==> config.mk <==
export PLATFORM = sky130hd
export DESIGN_NAME = vpic_ctrl
export DESIGN_NICKNAME = d
export VERILOG_FILES = /design/src/verilog/vpic_pkg.sv /design/src/verilog/vpic_arbiter.sv /design/src/verilog/vpic_ctrl.sv
export VERILOG_INCLUDE_DIRS = /design/src /design/src/verilog
export SDC_FILE = /design/constraint.sdc
export NUM_CORES = 2
export LEC_CHECK = 0
export ABC_AREA = 1
export BUFFER_PORTS_ARGS = -buffer_cell sky130_fd_sc_hd__buf_2
export CORE_ASPECT_RATIO = 1.2
export CORE_MARGIN = 3
export CORE_UTILIZATION = 55
export DETAILED_ROUTE_END_ITERATION = 8
export MAX_ROUTING_LAYER = met4
export PLACE_DENSITY = 0.7
export REMOVE_ABC_BUFFERS = 1
export SETUP_SLACK_MARGIN = 0.3
export SLEW_MARGIN = 20
export SYNTH_ARGS = -nofsm -noshare
export SYNTH_HDL_FRONTEND = slang
export SYNTH_SLANG_ARGS = --single-unit
==> constraint.sdc <==
create_clock -name SYS_CLK_I -period 246.5 [get_ports SYS_CLK_I]
set_input_delay 24.65 -clock SYS_CLK_I [delete_from_list [all_inputs] [get_ports SYS_CLK_I]]
set_output_delay 24.65 -clock SYS_CLK_I [all_outputs]
set_load 0.1 [all_outputs]
==> src/verilog/vpic_cfg.svh <==
`ifndef VPIC_CFG_SVH
`define VPIC_CFG_SVH

// register byte addresses on the avalon slave
`define VPIC_OFS_GCTL1      8'h00
`define VPIC_OFS_GCTL2      8'h04
`define VPIC_OFS_STATUS     8'h08
`define VPIC_OFS_CORE       8'h0C
`define VPIC_OFS_SNAP       8'h10
`define VPIC_OFS_FLAG0      8'h20
`define VPIC_OFS_ENAB0      8'h40
`define VPIC_OFS_PRIO0      8'h80

// geometry
`define VPIC_NUM_FLAG_REGS  5
`define VPIC_NUM_PRIO_REGS  21
`define VPIC_NUM_SRC        80
`define VPIC_NUM_EXT        3

// unimplemented priority register numbers
`define VPIC_PRIO_HOLE_A    5'h0D
`define VPIC_PRIO_HOLE_B    5'h0E
`define VPIC_PRIO_HOLE_C    5'h11

// vectors fed by the external pins
`define VPIC_EXT0_VEC       7'h00
`define VPIC_EXT1_VEC       7'h14
`define VPIC_EXT2_VEC       7'h1D

// field positions
`define VPIC_NEST_DIS_BIT   15
`define VPIC_ALT_SEL_BIT    15
`define VPIC_LEVEL_LSB      5
`define VPIC_TOP_BIT        3
`define VPIC_TRAP_LSB       1
`define VPIC_SNAP_LVL_LSB   8

// implemented bits of each priority register and of the trap field
`define VPIC_PRIO_MASK      16'h7777
`define VPIC_TRAP_MASK      16'h001E

// vector table placement
`define VPIC_TABLE_BASE     24'h000014
`define VPIC_ALT_OFFSET     24'h000100

// reset values
`define VPIC_RST_WORD       16'h0000
`define VPIC_RST_LEVEL      3'h0

`endif

==> src/verilog/vpic_pkg.sv <==
package vpic_pkg;
	typedef logic [15:0] vpic_word_t;   // one 16-bit register
	typedef logic [2:0]  vpic_prio_t;   // one priority field
	typedef logic [3:0]  vpic_level_t;  // four-bit cpu level
	typedef logic [6:0]  vpic_vec_t;    // vector number
	typedef logic [23:0] vpic_addr_t;   // program address
endpackage

==> src/verilog/vpic_arbiter.sv <==
`timescale 1ns/1ps
`include "vpic_cfg.svh"

// picks the winning source: highest priority, lowest vector on ties
module vpic_arbiter (
	input  wire logic [`VPIC_NUM_SRC-1:0]   pend_i,
	input  wire logic [`VPIC_NUM_SRC-1:0]   enab_i,
	input  wire logic [`VPIC_NUM_SRC*3-1:0] prio_i,
	input  wire vpic_pkg::vpic_level_t      level_i,
	output logic                            found_o,
	output vpic_pkg::vpic_vec_t             vec_o,
	output vpic_pkg::vpic_prio_t            prio_o
);
	// scan in rising vector order
	always_comb begin
		found_o = 1'b0;
		vec_o   = 7'h00;
		prio_o  = 3'h0;
		for (int i = 0; i < `VPIC_NUM_SRC; i++) begin
			if (pend_i[i] && enab_i[i] && ({1'b0, prio_i[i*3 +: 3]} > level_i)) begin
				// zero never beats the start value
				if (prio_i[i*3 +: 3] > prio_o) begin
					found_o = 1'b1;
					vec_o   = 7'(i);
					prio_o  = prio_i[i*3 +: 3];
				end
			end
		end
	end
endmodule

==> src/verilog/vpic_ctrl.sv <==
// Local design decisions: the placing of the registers and the Avalon-MM interface to the registers.
`timescale 1ns/1ps
`include "vpic_cfg.svh"

module vpic_ctrl (
	input  wire logic                      SYS_CLK_I,
	input  wire logic                      RESET_N_I,
	// avalon-mm slave
	input  wire logic [7:0]                AVS_ADDRESS_I,
	input  wire logic                      AVS_READ_I,
	input  wire logic                      AVS_WRITE_I,
	input  wire logic [31:0]               AVS_WRITEDATA_I,
	input  wire logic [3:0]                AVS_BYTEENABLE_I,
	output logic [31:0]                    AVS_READDATA_O,
	output logic                           AVS_WAITREQUEST_O,
	// event pulses from peripherals, one bit per vector
	input  wire logic [`VPIC_NUM_SRC-1:0]  SRC_EVENT_I,
	// external interrupt pins, asynchronous
	input  wire logic [`VPIC_NUM_EXT-1:0]  EXT_PIN_I,
	// trap status pulses: math, address, stack, oscillator
	input  wire logic [3:0]                TRAP_EVENT_I,
	// pulse from cpu when it enters trap context
	input  wire logic                      TRAP_ENTER_I,
	// cpu side
	input  wire logic                      IRQ_ACK_I,
	output logic                           IRQ_REQ_O,
	output vpic_pkg::vpic_vec_t            IRQ_VECTOR_O,
	output vpic_pkg::vpic_prio_t           IRQ_PRIO_O,
	output vpic_pkg::vpic_addr_t           IRQ_FETCH_ADDR_O,
	output vpic_pkg::vpic_level_t          CPU_LEVEL_O
);
	// merge a 16-bit register with write data under byte enables
	function automatic vpic_pkg::vpic_word_t merge16(input vpic_pkg::vpic_word_t old_v,
		input logic [31:0] wd, input logic [3:0] be);
		merge16 = {be[1] ? wd[15:8] : old_v[15:8], be[0] ? wd[7:0] : old_v[7:0]};
	endfunction

	// table address of a vector; both tables share one layout
	function automatic vpic_pkg::vpic_addr_t vec_addr(input vpic_pkg::vpic_vec_t v, input logic alt);
		vec_addr = `VPIC_TABLE_BASE + {16'h0000, v, 1'b0};
		if (alt) begin
			vec_addr = vec_addr + `VPIC_ALT_OFFSET;
		end
	endfunction

	// register state
	vpic_pkg::vpic_word_t  flag_q [`VPIC_NUM_FLAG_REGS];  // request flags
	vpic_pkg::vpic_word_t  enab_q [`VPIC_NUM_FLAG_REGS];  // source enables
	vpic_pkg::vpic_word_t  prio_q [`VPIC_NUM_PRIO_REGS];  // priority fields
	logic                  nest_dis_q;                    // nesting disable
	logic [3:0]            trap_q;                        // trap status flags
	logic                  alt_sel_q;                     // alternate table select
	logic [2:0]            edge_pol_q;                    // external pin polarities
	logic [2:0]            level_q;                       // cpu level field
	logic                  top_q;                         // trap-context level bit
	vpic_pkg::vpic_vec_t   snap_vec_q;                    // snapshot vector
	vpic_pkg::vpic_level_t snap_lvl_q;                    // snapshot level
	// bus state
	logic                  ack_q;                         // one-cycle answer
	logic [31:0]           rdata_q;                       // read data
	// pin synchronisers and edge history
	logic [2:0]            pin_m_q;                       // first stage only
	logic [2:0]            pin_s_q;                       // second stage
	logic [2:0]            pin_p_q;                       // previous synced level
	// cpu outputs
	logic                  req_q;
	vpic_pkg::vpic_vec_t   vec_q;
	vpic_pkg::vpic_prio_t  win_prio_q;
	vpic_pkg::vpic_addr_t  fetch_q;

	// bus decode
	wire        bus_req   = AVS_READ_I | AVS_WRITE_I;
	wire        wr_go     = AVS_WRITE_I & ack_q;
	wire [5:0]  word_idx  = AVS_ADDRESS_I[7:2];
	wire [4:0]  prio_idx  = 5'(AVS_ADDRESS_I[6:2]);
	wire        hit_g1    = AVS_ADDRESS_I == `VPIC_OFS_GCTL1;
	wire        hit_g2    = AVS_ADDRESS_I == `VPIC_OFS_GCTL2;
	wire        hit_sr    = AVS_ADDRESS_I == `VPIC_OFS_STATUS;
	wire        hit_core  = AVS_ADDRESS_I == `VPIC_OFS_CORE;
	wire        hit_snap  = AVS_ADDRESS_I == `VPIC_OFS_SNAP;
	wire [5:0]  flag_base = 6'(`VPIC_OFS_FLAG0 >> 2);
	wire [5:0]  enab_base = 6'(`VPIC_OFS_ENAB0 >> 2);
	wire [2:0]  flag_sel  = 3'(word_idx - flag_base);
	wire [2:0]  enab_sel  = 3'(word_idx - enab_base);
	wire        hit_flag  = (word_idx >= flag_base) && (word_idx < flag_base + 6'(`VPIC_NUM_FLAG_REGS))
		&& (AVS_ADDRESS_I[1:0] == 2'h0);
	wire        hit_enab  = (word_idx >= enab_base) && (word_idx < enab_base + 6'(`VPIC_NUM_FLAG_REGS))
		&& (AVS_ADDRESS_I[1:0] == 2'h0);
	wire        prio_hole = (prio_idx == `VPIC_PRIO_HOLE_A) || (prio_idx == `VPIC_PRIO_HOLE_B)
		|| (prio_idx == `VPIC_PRIO_HOLE_C);
	wire        hit_prio  = AVS_ADDRESS_I[7] && (AVS_ADDRESS_I[1:0] == 2'h0)
		&& (prio_idx < 5'(`VPIC_NUM_PRIO_REGS)) && !prio_hole;

	// wait one cycle on every request, then answer
	assign AVS_WAITREQUEST_O = bus_req & ~ack_q;
	assign AVS_READDATA_O    = rdata_q;

	// synced pins: edge per pin, direction from polarity
	wire [2:0] pin_rise = pin_s_q & ~pin_p_q;
	wire [2:0] pin_fall = ~pin_s_q & pin_p_q;
	wire [2:0] pin_edge = (edge_pol_q & pin_fall) | (~edge_pol_q & pin_rise);

	// flat views for the arbiter; vector n is bit n
	logic [`VPIC_NUM_SRC-1:0]   flag_flat;
	logic [`VPIC_NUM_SRC-1:0]   enab_flat;
	logic [`VPIC_NUM_SRC*3-1:0] prio_flat;
	logic [`VPIC_NUM_SRC-1:0]   set_flat;
	always_comb begin
		for (int r = 0; r < `VPIC_NUM_FLAG_REGS; r++) begin
			flag_flat[r*16 +: 16] = flag_q[r];
			enab_flat[r*16 +: 16] = enab_q[r];
		end
		// field k of register r is vector 4r+k, bits 4k+2:4k
		for (int s = 0; s < `VPIC_NUM_SRC; s++) begin
			prio_flat[s*3 +: 3] = prio_q[s/4][(s%4)*4 +: 3];
		end
		set_flat = SRC_EVENT_I;
		set_flat[`VPIC_EXT0_VEC] = SRC_EVENT_I[`VPIC_EXT0_VEC] | pin_edge[0];
		set_flat[`VPIC_EXT1_VEC] = SRC_EVENT_I[`VPIC_EXT1_VEC] | pin_edge[1];
		set_flat[`VPIC_EXT2_VEC] = SRC_EVENT_I[`VPIC_EXT2_VEC] | pin_edge[2];
	end

	// arbitration against the full four-bit level
	logic                 win_found;
	vpic_pkg::vpic_vec_t  win_vec;
	vpic_pkg::vpic_prio_t win_prio;
	wire vpic_pkg::vpic_level_t cur_level = {top_q, level_q};
	vpic_arbiter u_arb (
		.pend_i  (flag_flat),
		.enab_i  (enab_flat),
		.prio_i  (prio_flat),
		.level_i (cur_level),
		.found_o (win_found),
		.vec_o   (win_vec),
		.prio_o  (win_prio)
	);

	// read mux, unmapped reads return zero
	logic [15:0] rd_mux;
	always_comb begin
		rd_mux = 16'h0000;
		if (hit_g1) begin
			rd_mux = {nest_dis_q, 10'h000, trap_q, 1'b0};
		end else if (hit_g2) begin
			rd_mux = {alt_sel_q, 12'h000, edge_pol_q};
		end else if (hit_sr) begin
			rd_mux = {8'h00, level_q, 5'h00};
		end else if (hit_core) begin
			rd_mux = {12'h000, top_q, 3'h0};
		end else if (hit_snap) begin
			rd_mux = {4'h0, snap_lvl_q, 1'b0, snap_vec_q};
		end else if (hit_flag) begin
			rd_mux = flag_q[flag_sel];
		end else if (hit_enab) begin
			rd_mux = enab_q[enab_sel];
		end else if (hit_prio) begin
			rd_mux = prio_q[prio_idx];
		end
	end

	// bus handshake and read capture
	always_ff @(posedge SYS_CLK_I or negedge RESET_N_I) begin
		if (!RESET_N_I) begin
			ack_q   <= 1'b0;
			rdata_q <= 32'h0000_0000;
		end else begin
			ack_q   <= bus_req & ~ack_q;
			rdata_q <= {16'h0000, rd_mux};
		end
	end

	// pin synchronisers; first stage feeds only the second
	always_ff @(posedge SYS_CLK_I or negedge RESET_N_I) begin
		if (!RESET_N_I) begin
			pin_m_q <= 3'h0;
			pin_s_q <= 3'h0;
			pin_p_q <= 3'h0;
		end else begin
			pin_m_q <= EXT_PIN_I;
			pin_s_q <= pin_m_q;
			pin_p_q <= pin_s_q;
		end
	end

	// flags: software writes value, hardware set wins same cycle
	always_ff @(posedge SYS_CLK_I or negedge RESET_N_I) begin
		if (!RESET_N_I) begin
			for (int r = 0; r < `VPIC_NUM_FLAG_REGS; r++) begin
				flag_q[r] <= `VPIC_RST_WORD;
				enab_q[r] <= `VPIC_RST_WORD;
			end
		end else begin
			for (int r = 0; r < `VPIC_NUM_FLAG_REGS; r++) begin
				flag_q[r] <= ((wr_go && hit_flag && flag_sel == 3'(r))
					? merge16(flag_q[r], AVS_WRITEDATA_I, AVS_BYTEENABLE_I) : flag_q[r])
					| set_flat[r*16 +: 16];
				if (wr_go && hit_enab && enab_sel == 3'(r)) begin
					enab_q[r] <= merge16(enab_q[r], AVS_WRITEDATA_I, AVS_BYTEENABLE_I);
				end
			end
		end
	end

	// priority registers, unused bits held at zero
	always_ff @(posedge SYS_CLK_I or negedge RESET_N_I) begin
		if (!RESET_N_I) begin
			for (int r = 0; r < `VPIC_NUM_PRIO_REGS; r++) begin
				prio_q[r] <= `VPIC_RST_WORD;
			end
		end else if (wr_go && hit_prio) begin
			prio_q[prio_idx] <= merge16(prio_q[prio_idx], AVS_WRITEDATA_I, AVS_BYTEENABLE_I)
				& `VPIC_PRIO_MASK;
		end
	end

	// global controls; trap flags set by hardware, set wins
	wire [15:0] g1_wr = merge16({nest_dis_q, 10'h000, trap_q, 1'b0}, AVS_WRITEDATA_I, AVS_BYTEENABLE_I);
	wire [15:0] g2_wr = merge16({alt_sel_q, 12'h000, edge_pol_q}, AVS_WRITEDATA_I, AVS_BYTEENABLE_I);
	always_ff @(posedge SYS_CLK_I or negedge RESET_N_I) begin
		if (!RESET_N_I) begin
			nest_dis_q <= 1'b0;
			trap_q     <= 4'h0;
			alt_sel_q  <= 1'b0;
			edge_pol_q <= 3'h0;
		end else begin
			// control one holds nesting and traps
			if (wr_go && hit_g1) begin
				nest_dis_q <= g1_wr[`VPIC_NEST_DIS_BIT];
				trap_q     <= g1_wr[`VPIC_TRAP_LSB +: 4] | TRAP_EVENT_I;
			end else begin
				trap_q     <= trap_q | TRAP_EVENT_I;
			end
			// control two holds edges and table
			if (wr_go && hit_g2) begin
				alt_sel_q  <= g2_wr[`VPIC_ALT_SEL_BIT];
				edge_pol_q <= g2_wr[2:0];
			end
		end
	end

	// cpu level: taken request raises it, software may move it unless nesting is disabled
	wire [15:0] sr_wr   = merge16({8'h00, level_q, 5'h00}, AVS_WRITEDATA_I, AVS_BYTEENABLE_I);
	wire [15:0] core_wr = merge16({12'h000, top_q, 3'h0}, AVS_WRITEDATA_I, AVS_BYTEENABLE_I);
	wire        take    = IRQ_ACK_I & req_q;
	always_ff @(posedge SYS_CLK_I or negedge RESET_N_I) begin
		if (!RESET_N_I) begin
			level_q    <= `VPIC_RST_LEVEL;
			top_q      <= 1'b0;
			snap_vec_q <= 7'h00;
			snap_lvl_q <= 4'h0;
		end else begin
			if (take) begin
				level_q    <= win_prio_q;
				snap_vec_q <= vec_q;
				snap_lvl_q <= {top_q, win_prio_q};
			end else if (wr_go && hit_sr && !nest_dis_q) begin
				level_q <= sr_wr[`VPIC_LEVEL_LSB +: 3];
			end
			if (TRAP_ENTER_I) begin
				top_q <= 1'b1;
			end else if (wr_go && hit_core && !core_wr[`VPIC_TOP_BIT]) begin
				top_q <= 1'b0;
			end
		end
	end

	// registered request toward the cpu
	always_ff @(posedge SYS_CLK_I or negedge RESET_N_I) begin
		if (!RESET_N_I) begin
			req_q      <= 1'b0;
			vec_q      <= 7'h00;
			win_prio_q <= 3'h0;
			fetch_q    <= 24'h000000;
		end else begin
			// level 7 leaves no field above it
			// raise only for an eligible winner
			req_q      <= win_found & ~take;
			vec_q      <= win_vec;
			win_prio_q <= win_prio;
			fetch_q    <= vec_addr(win_vec, alt_sel_q);
		end
	end

	// outputs
	assign IRQ_REQ_O        = req_q;
	assign IRQ_VECTOR_O     = vec_q;
	assign IRQ_PRIO_O       = win_prio_q;
	assign IRQ_FETCH_ADDR_O = fetch_q;
	assign CPU_LEVEL_O      = cur_level;
endmodule

==> results by group <==
Global route
  • Total GRT Usage: 45.1%
  • Initial antenna violation count: 13
  • Vias in the first global route: around 35000
  • Global-route wire length before repair: about 230 mm
  • Pin count of the biggest net entering global routing: ~160
  • Remaining Overflow, GRT: 0

Floorplan
  • Core area: 0.0662 sq mm
  • Starting Density: 55.9%
  • # rows: 103
  • Die ar.: between 0.07 and 0.08 sq mm
  • Die H: approximately 290 um
  • IO Pins: ~210
  • Die boundary width: 243 um

Clock network
  • Clock Tree Root: clkbuf_16
  • CTS Buf Count: 55
  • CTS sink count: between 400 and 500
  • Setup Buffers After CTS: 0
  • Post_cts resized: 0
  • CTS tree: done
  • Cts hold-fix bufs: 0
  • Bufs on Longest Clock Path: 3
  • Clk slew on worst S/H paths: about 0.06 ns
  • H-tree levels: 2
  • Worst-skew pair later-pin latency: ~0.65 ns

Finish
  • Nets@finish: about 5600
  • Final non-filler cell total: just under 6000
  • Area grow syn2layout: 9.80%
  • Fillers: between 6000 and 7000
  • Final core utilization: roughly 61%
  • Area of the multi-input gates: approximately 0.022 sq mm
  • Sequential cell area: approximately 0.012 sq mm
  • Final instance area: around 0.04 sq mm
  • Share of post-route cells with drive strength above 1: 9.86%

Timing
  • Worst-Margin Slew: between 1 and 1.5 ns
  • Pins Over Slew Limit: 0
  • Hold Vio Cnt, Final: 0
  • Relative slew slack: between 10% and 20%
  • RSZ-0062 raised after global routing: no
  • Setup Total Neg Slack: 0 ns
  • Final setup fails: 0
  • Final Cycle Share: between 40 and 50%
  • Hold slack: between 0.3 and 0.4 ns
  • Fmax: roughly 0.0094 GHz
  • Layout Skew: about 0.03 ns
  • Fin crit period: ~110 ns

Drt
  • DRC Markers: 0
  • DR WL/cell: ~26 um
  • Antenna Nets Post-Route: 0
  • DRT iter0 DRCs: 4448
  • Final wirelength: ~160 mm
  • Total number of vias: roughly 37000
  • First-pass DRT Iterations: 8
  • Avg Vias per Cell: around 6.3

Run
  • Max Cap Viol: 0

Worst hold path
  • End of the worst hold path: pin_s_q[0]
  • Hold_sp: pin_m_q[0]
  • Hold Crit Depth: 0
  • Hold/Removal Path Class: reg -> reg

Power
  • VDD IR max: approximately 0.0000059 V
  • Leak: roughly 20 nW
  • PD cells: roughly 4.8 mW/mm^2

Logic synthesis
  • Distinct cells, synth: 61
  • Asr flop ratio synth: 100%
  • Average cell area after synthesis: about 7.5 sq um
  • Synth Instances: 4924
  • Dominant synthesized flop cell: dfrtp_1
  • Seq/Total Area, Yosys: 32.5%
  • Number of synthesized register bits: 481
  • Cell area after synthesis: roughly 0.037 sq mm
  • Yosys warnings: 0
  • Post-synth EDFFs: 0

Place
  • IO Port Bufs: approximately 160
  • Routability cong.: ~1.1
  • Hpwl dp: roughly 120 mm
  • Placed cell count: ~5800
  • Placed Area: between 0.03 and 0.04 sq mm

Worst setup path
  • CP Max Fanout: 10
  • R2r worst-path depth: 757
  • Reg-to-Reg Start: level_q[1]
  • Slowest-stage cell, CP: dfrtp_1
  • Reg2reg end: IRQ_FETCH_ADDR_O[5]
  • Most used cell, CP: nand2_1
  • Crit path DAT: between 100 and 150 ns
  • CP Data Required Time: 247.04 ns
  • WS Path Type: reg -> reg
  • Worst path max stage delay: about 0.46 ns
  • CP endpoint kind: flop
  • Worst reg-to-reg setup slack: between 100 and 150 ns
  • Startpoint types: flop

Status
  • Outcome: finished clean
==> cell usage in the layout, fill, tap and decap left out, drive strengths merged, types with 3 or more instances in the layout <==
| master | instances |
|---|---|
| or2 | 44 |
| a22oi | 23 |
| a21boi | 6 |
| o21ai | 517 |
| o22ai | 87 |
| o2111ai | 12 |
| o211ai | 24 |
| inv | 618 |
| nand2 | 1082 |
| clkinv | 25 |
| nand3 | 402 |
| o221ai | 32 |
| clkinvlp | 5 |
| a311oi | 37 |
| nor3 | 30 |
| a2111oi | 3 |
| bufinv | 10 |
| o21bai | 16 |
| conb | 32 |
| buf | 209 |
| nor4 | 9 |
| a211oi | 77 |
| diode | 9 |
| nand3b | 23 |
| a31oi | 62 |
| clkbuf | 70 |
| a221oi | 18 |
| nor2 | 299 |
| nand4 | 42 |
| xor2 | 3 |
| ha | 479 |
| o311ai | 3 |
| dfrtp | 481 |
| o41ai | 3 |
| a21oi | 262 |
==> routing by layer <==
metal  share of wire [%]  up-vias  GRT usage [%]
met5                   0        -              -
met4                 9.9        0           34.6
met3                  11      608           10.8
met2                  42     2306           65.7
met1                  37    17492           53.8
li1                    -    17034              -
==> critical path, delay by kind of cell (launching register included) <==
family	cells	cell delay [ns]
and+or+nand+nor	472	52.33
AOI/OAI and AO/OA	190	37.32
adders and majority gates	99	24.97
buffers and inverters	170	15.96
DFF	1	0.46
xor gates and xnor gates	1	0.23
==> synth_stat cells, types with 33 or more instances <==
| cell | n | share of area (%) |
|---|---|---|
| a211oi_1 | 77 | 1.6 |
| a21oi_1 | 259 | 3.5 |
| a311oi_1 | 35 | 0.83 |
| a31oi_1 | 60 | 1.0 |
| buf_4 | 33 | 0.67 |
| clkbuf_1 | 165 | 1.7 |
| dfrtp_1 | 481 | 33 |
| ha_1 | 479 | 16 |
| inv_1 | 603 | 6.1 |
| nand2_1 | 1072 | 11 |
| nand3_1 | 319 | 4.3 |
| nand3_2 | 83 | 2.2 |
| nand4_1 | 40 | 0.68 |
| nor2_1 | 296 | 3.0 |
| o21ai_0 | 513 | 6.9 |
| o22ai_1 | 87 | 1.5 |
| or2_2 | 42 | 0.71 |
==> per-stage QoR <==
step	worst slack (ns)	power, W
global placement	143.45	0.000103
finish	140.41	0.000195
floorplan	156.15	0.0000921
CTS	142.00	0.000194
detailed placement	142.56	0.000103
global route	128.04	0.000199
==> layout make-up <==
cell class	instances	area share (%)
multi-input combinational	3641	54.0
sequential	481	29.6
inverter	624	5.78
clock buffer	70	3.70
timing repair buffer	209	2.94
tap	892	2.75
clock inverter	34	1.19
antenna	9	0.0554
==> cell families (layout without fill, tap and decap cells) <==
group / count (synthesis) / in the layout / share of synthesized area, %
DFF: 481 / 481 / 32.5
xor gates and xnor gates: 3 / 3 / 0.0710
and+or+nand+nor: 1932 / 1932 / 23.2
muxes: 1 / 1 / 0.0270
other: 1 / 41 / 0.0101
buffers and inverters: 833 / 937 / 8.83
adders and majority gates: 479 / 479 / 16.2
AOI/OAI and AO/OA: 1194 / 1194 / 19.1
==> where the power goes <==
group          internal (W)  leakage [nW]  switching [W]
clock network     0.0000539         0.967      0.0000385
logic            0.00000451          12.5      0.0000170
registers         0.0000798          6.21     0.00000102
total              0.000138          19.7      0.0000566
==> worst max path at each step <==
stage | startpoint | cells past startpoint | to | slack (ns)
2_1_floorplan | level_q[0] | 1196 | IRQ_FETCH_ADDR_O[6] | 156.15
3_3_place_gp | level_q[1] | 1192 | IRQ_FETCH_ADDR_O[6] | 143.45
3_5_place_dp | level_q[1] | 962 | IRQ_FETCH_ADDR_O[6] | 142.56
4_1_cts | level_q[1] | 931 | IRQ_FETCH_ADDR_O[5] | 142.00
5_1_grt | level_q[1] | 930 | IRQ_FETCH_ADDR_O[5] | 128.04
6_report | level_q[1] | 932 | IRQ_FETCH_ADDR_O[5] | 140.41
==> registers in the layout, indices dropped and copies added, names as in the netlist, 4 cells and up <==
register / flops
snap_lvl_q: 4
prio_flat: 240
prio_q: 12
IRQ_VECTOR_O: 7
trap_q: 4
AVS_READDATA_O: 16
enab_flat: 80
flag_flat: 80
snap_vec_q: 7
IRQ_FETCH_ADDR_O: 8
Power figures use the tool's default switching activity.
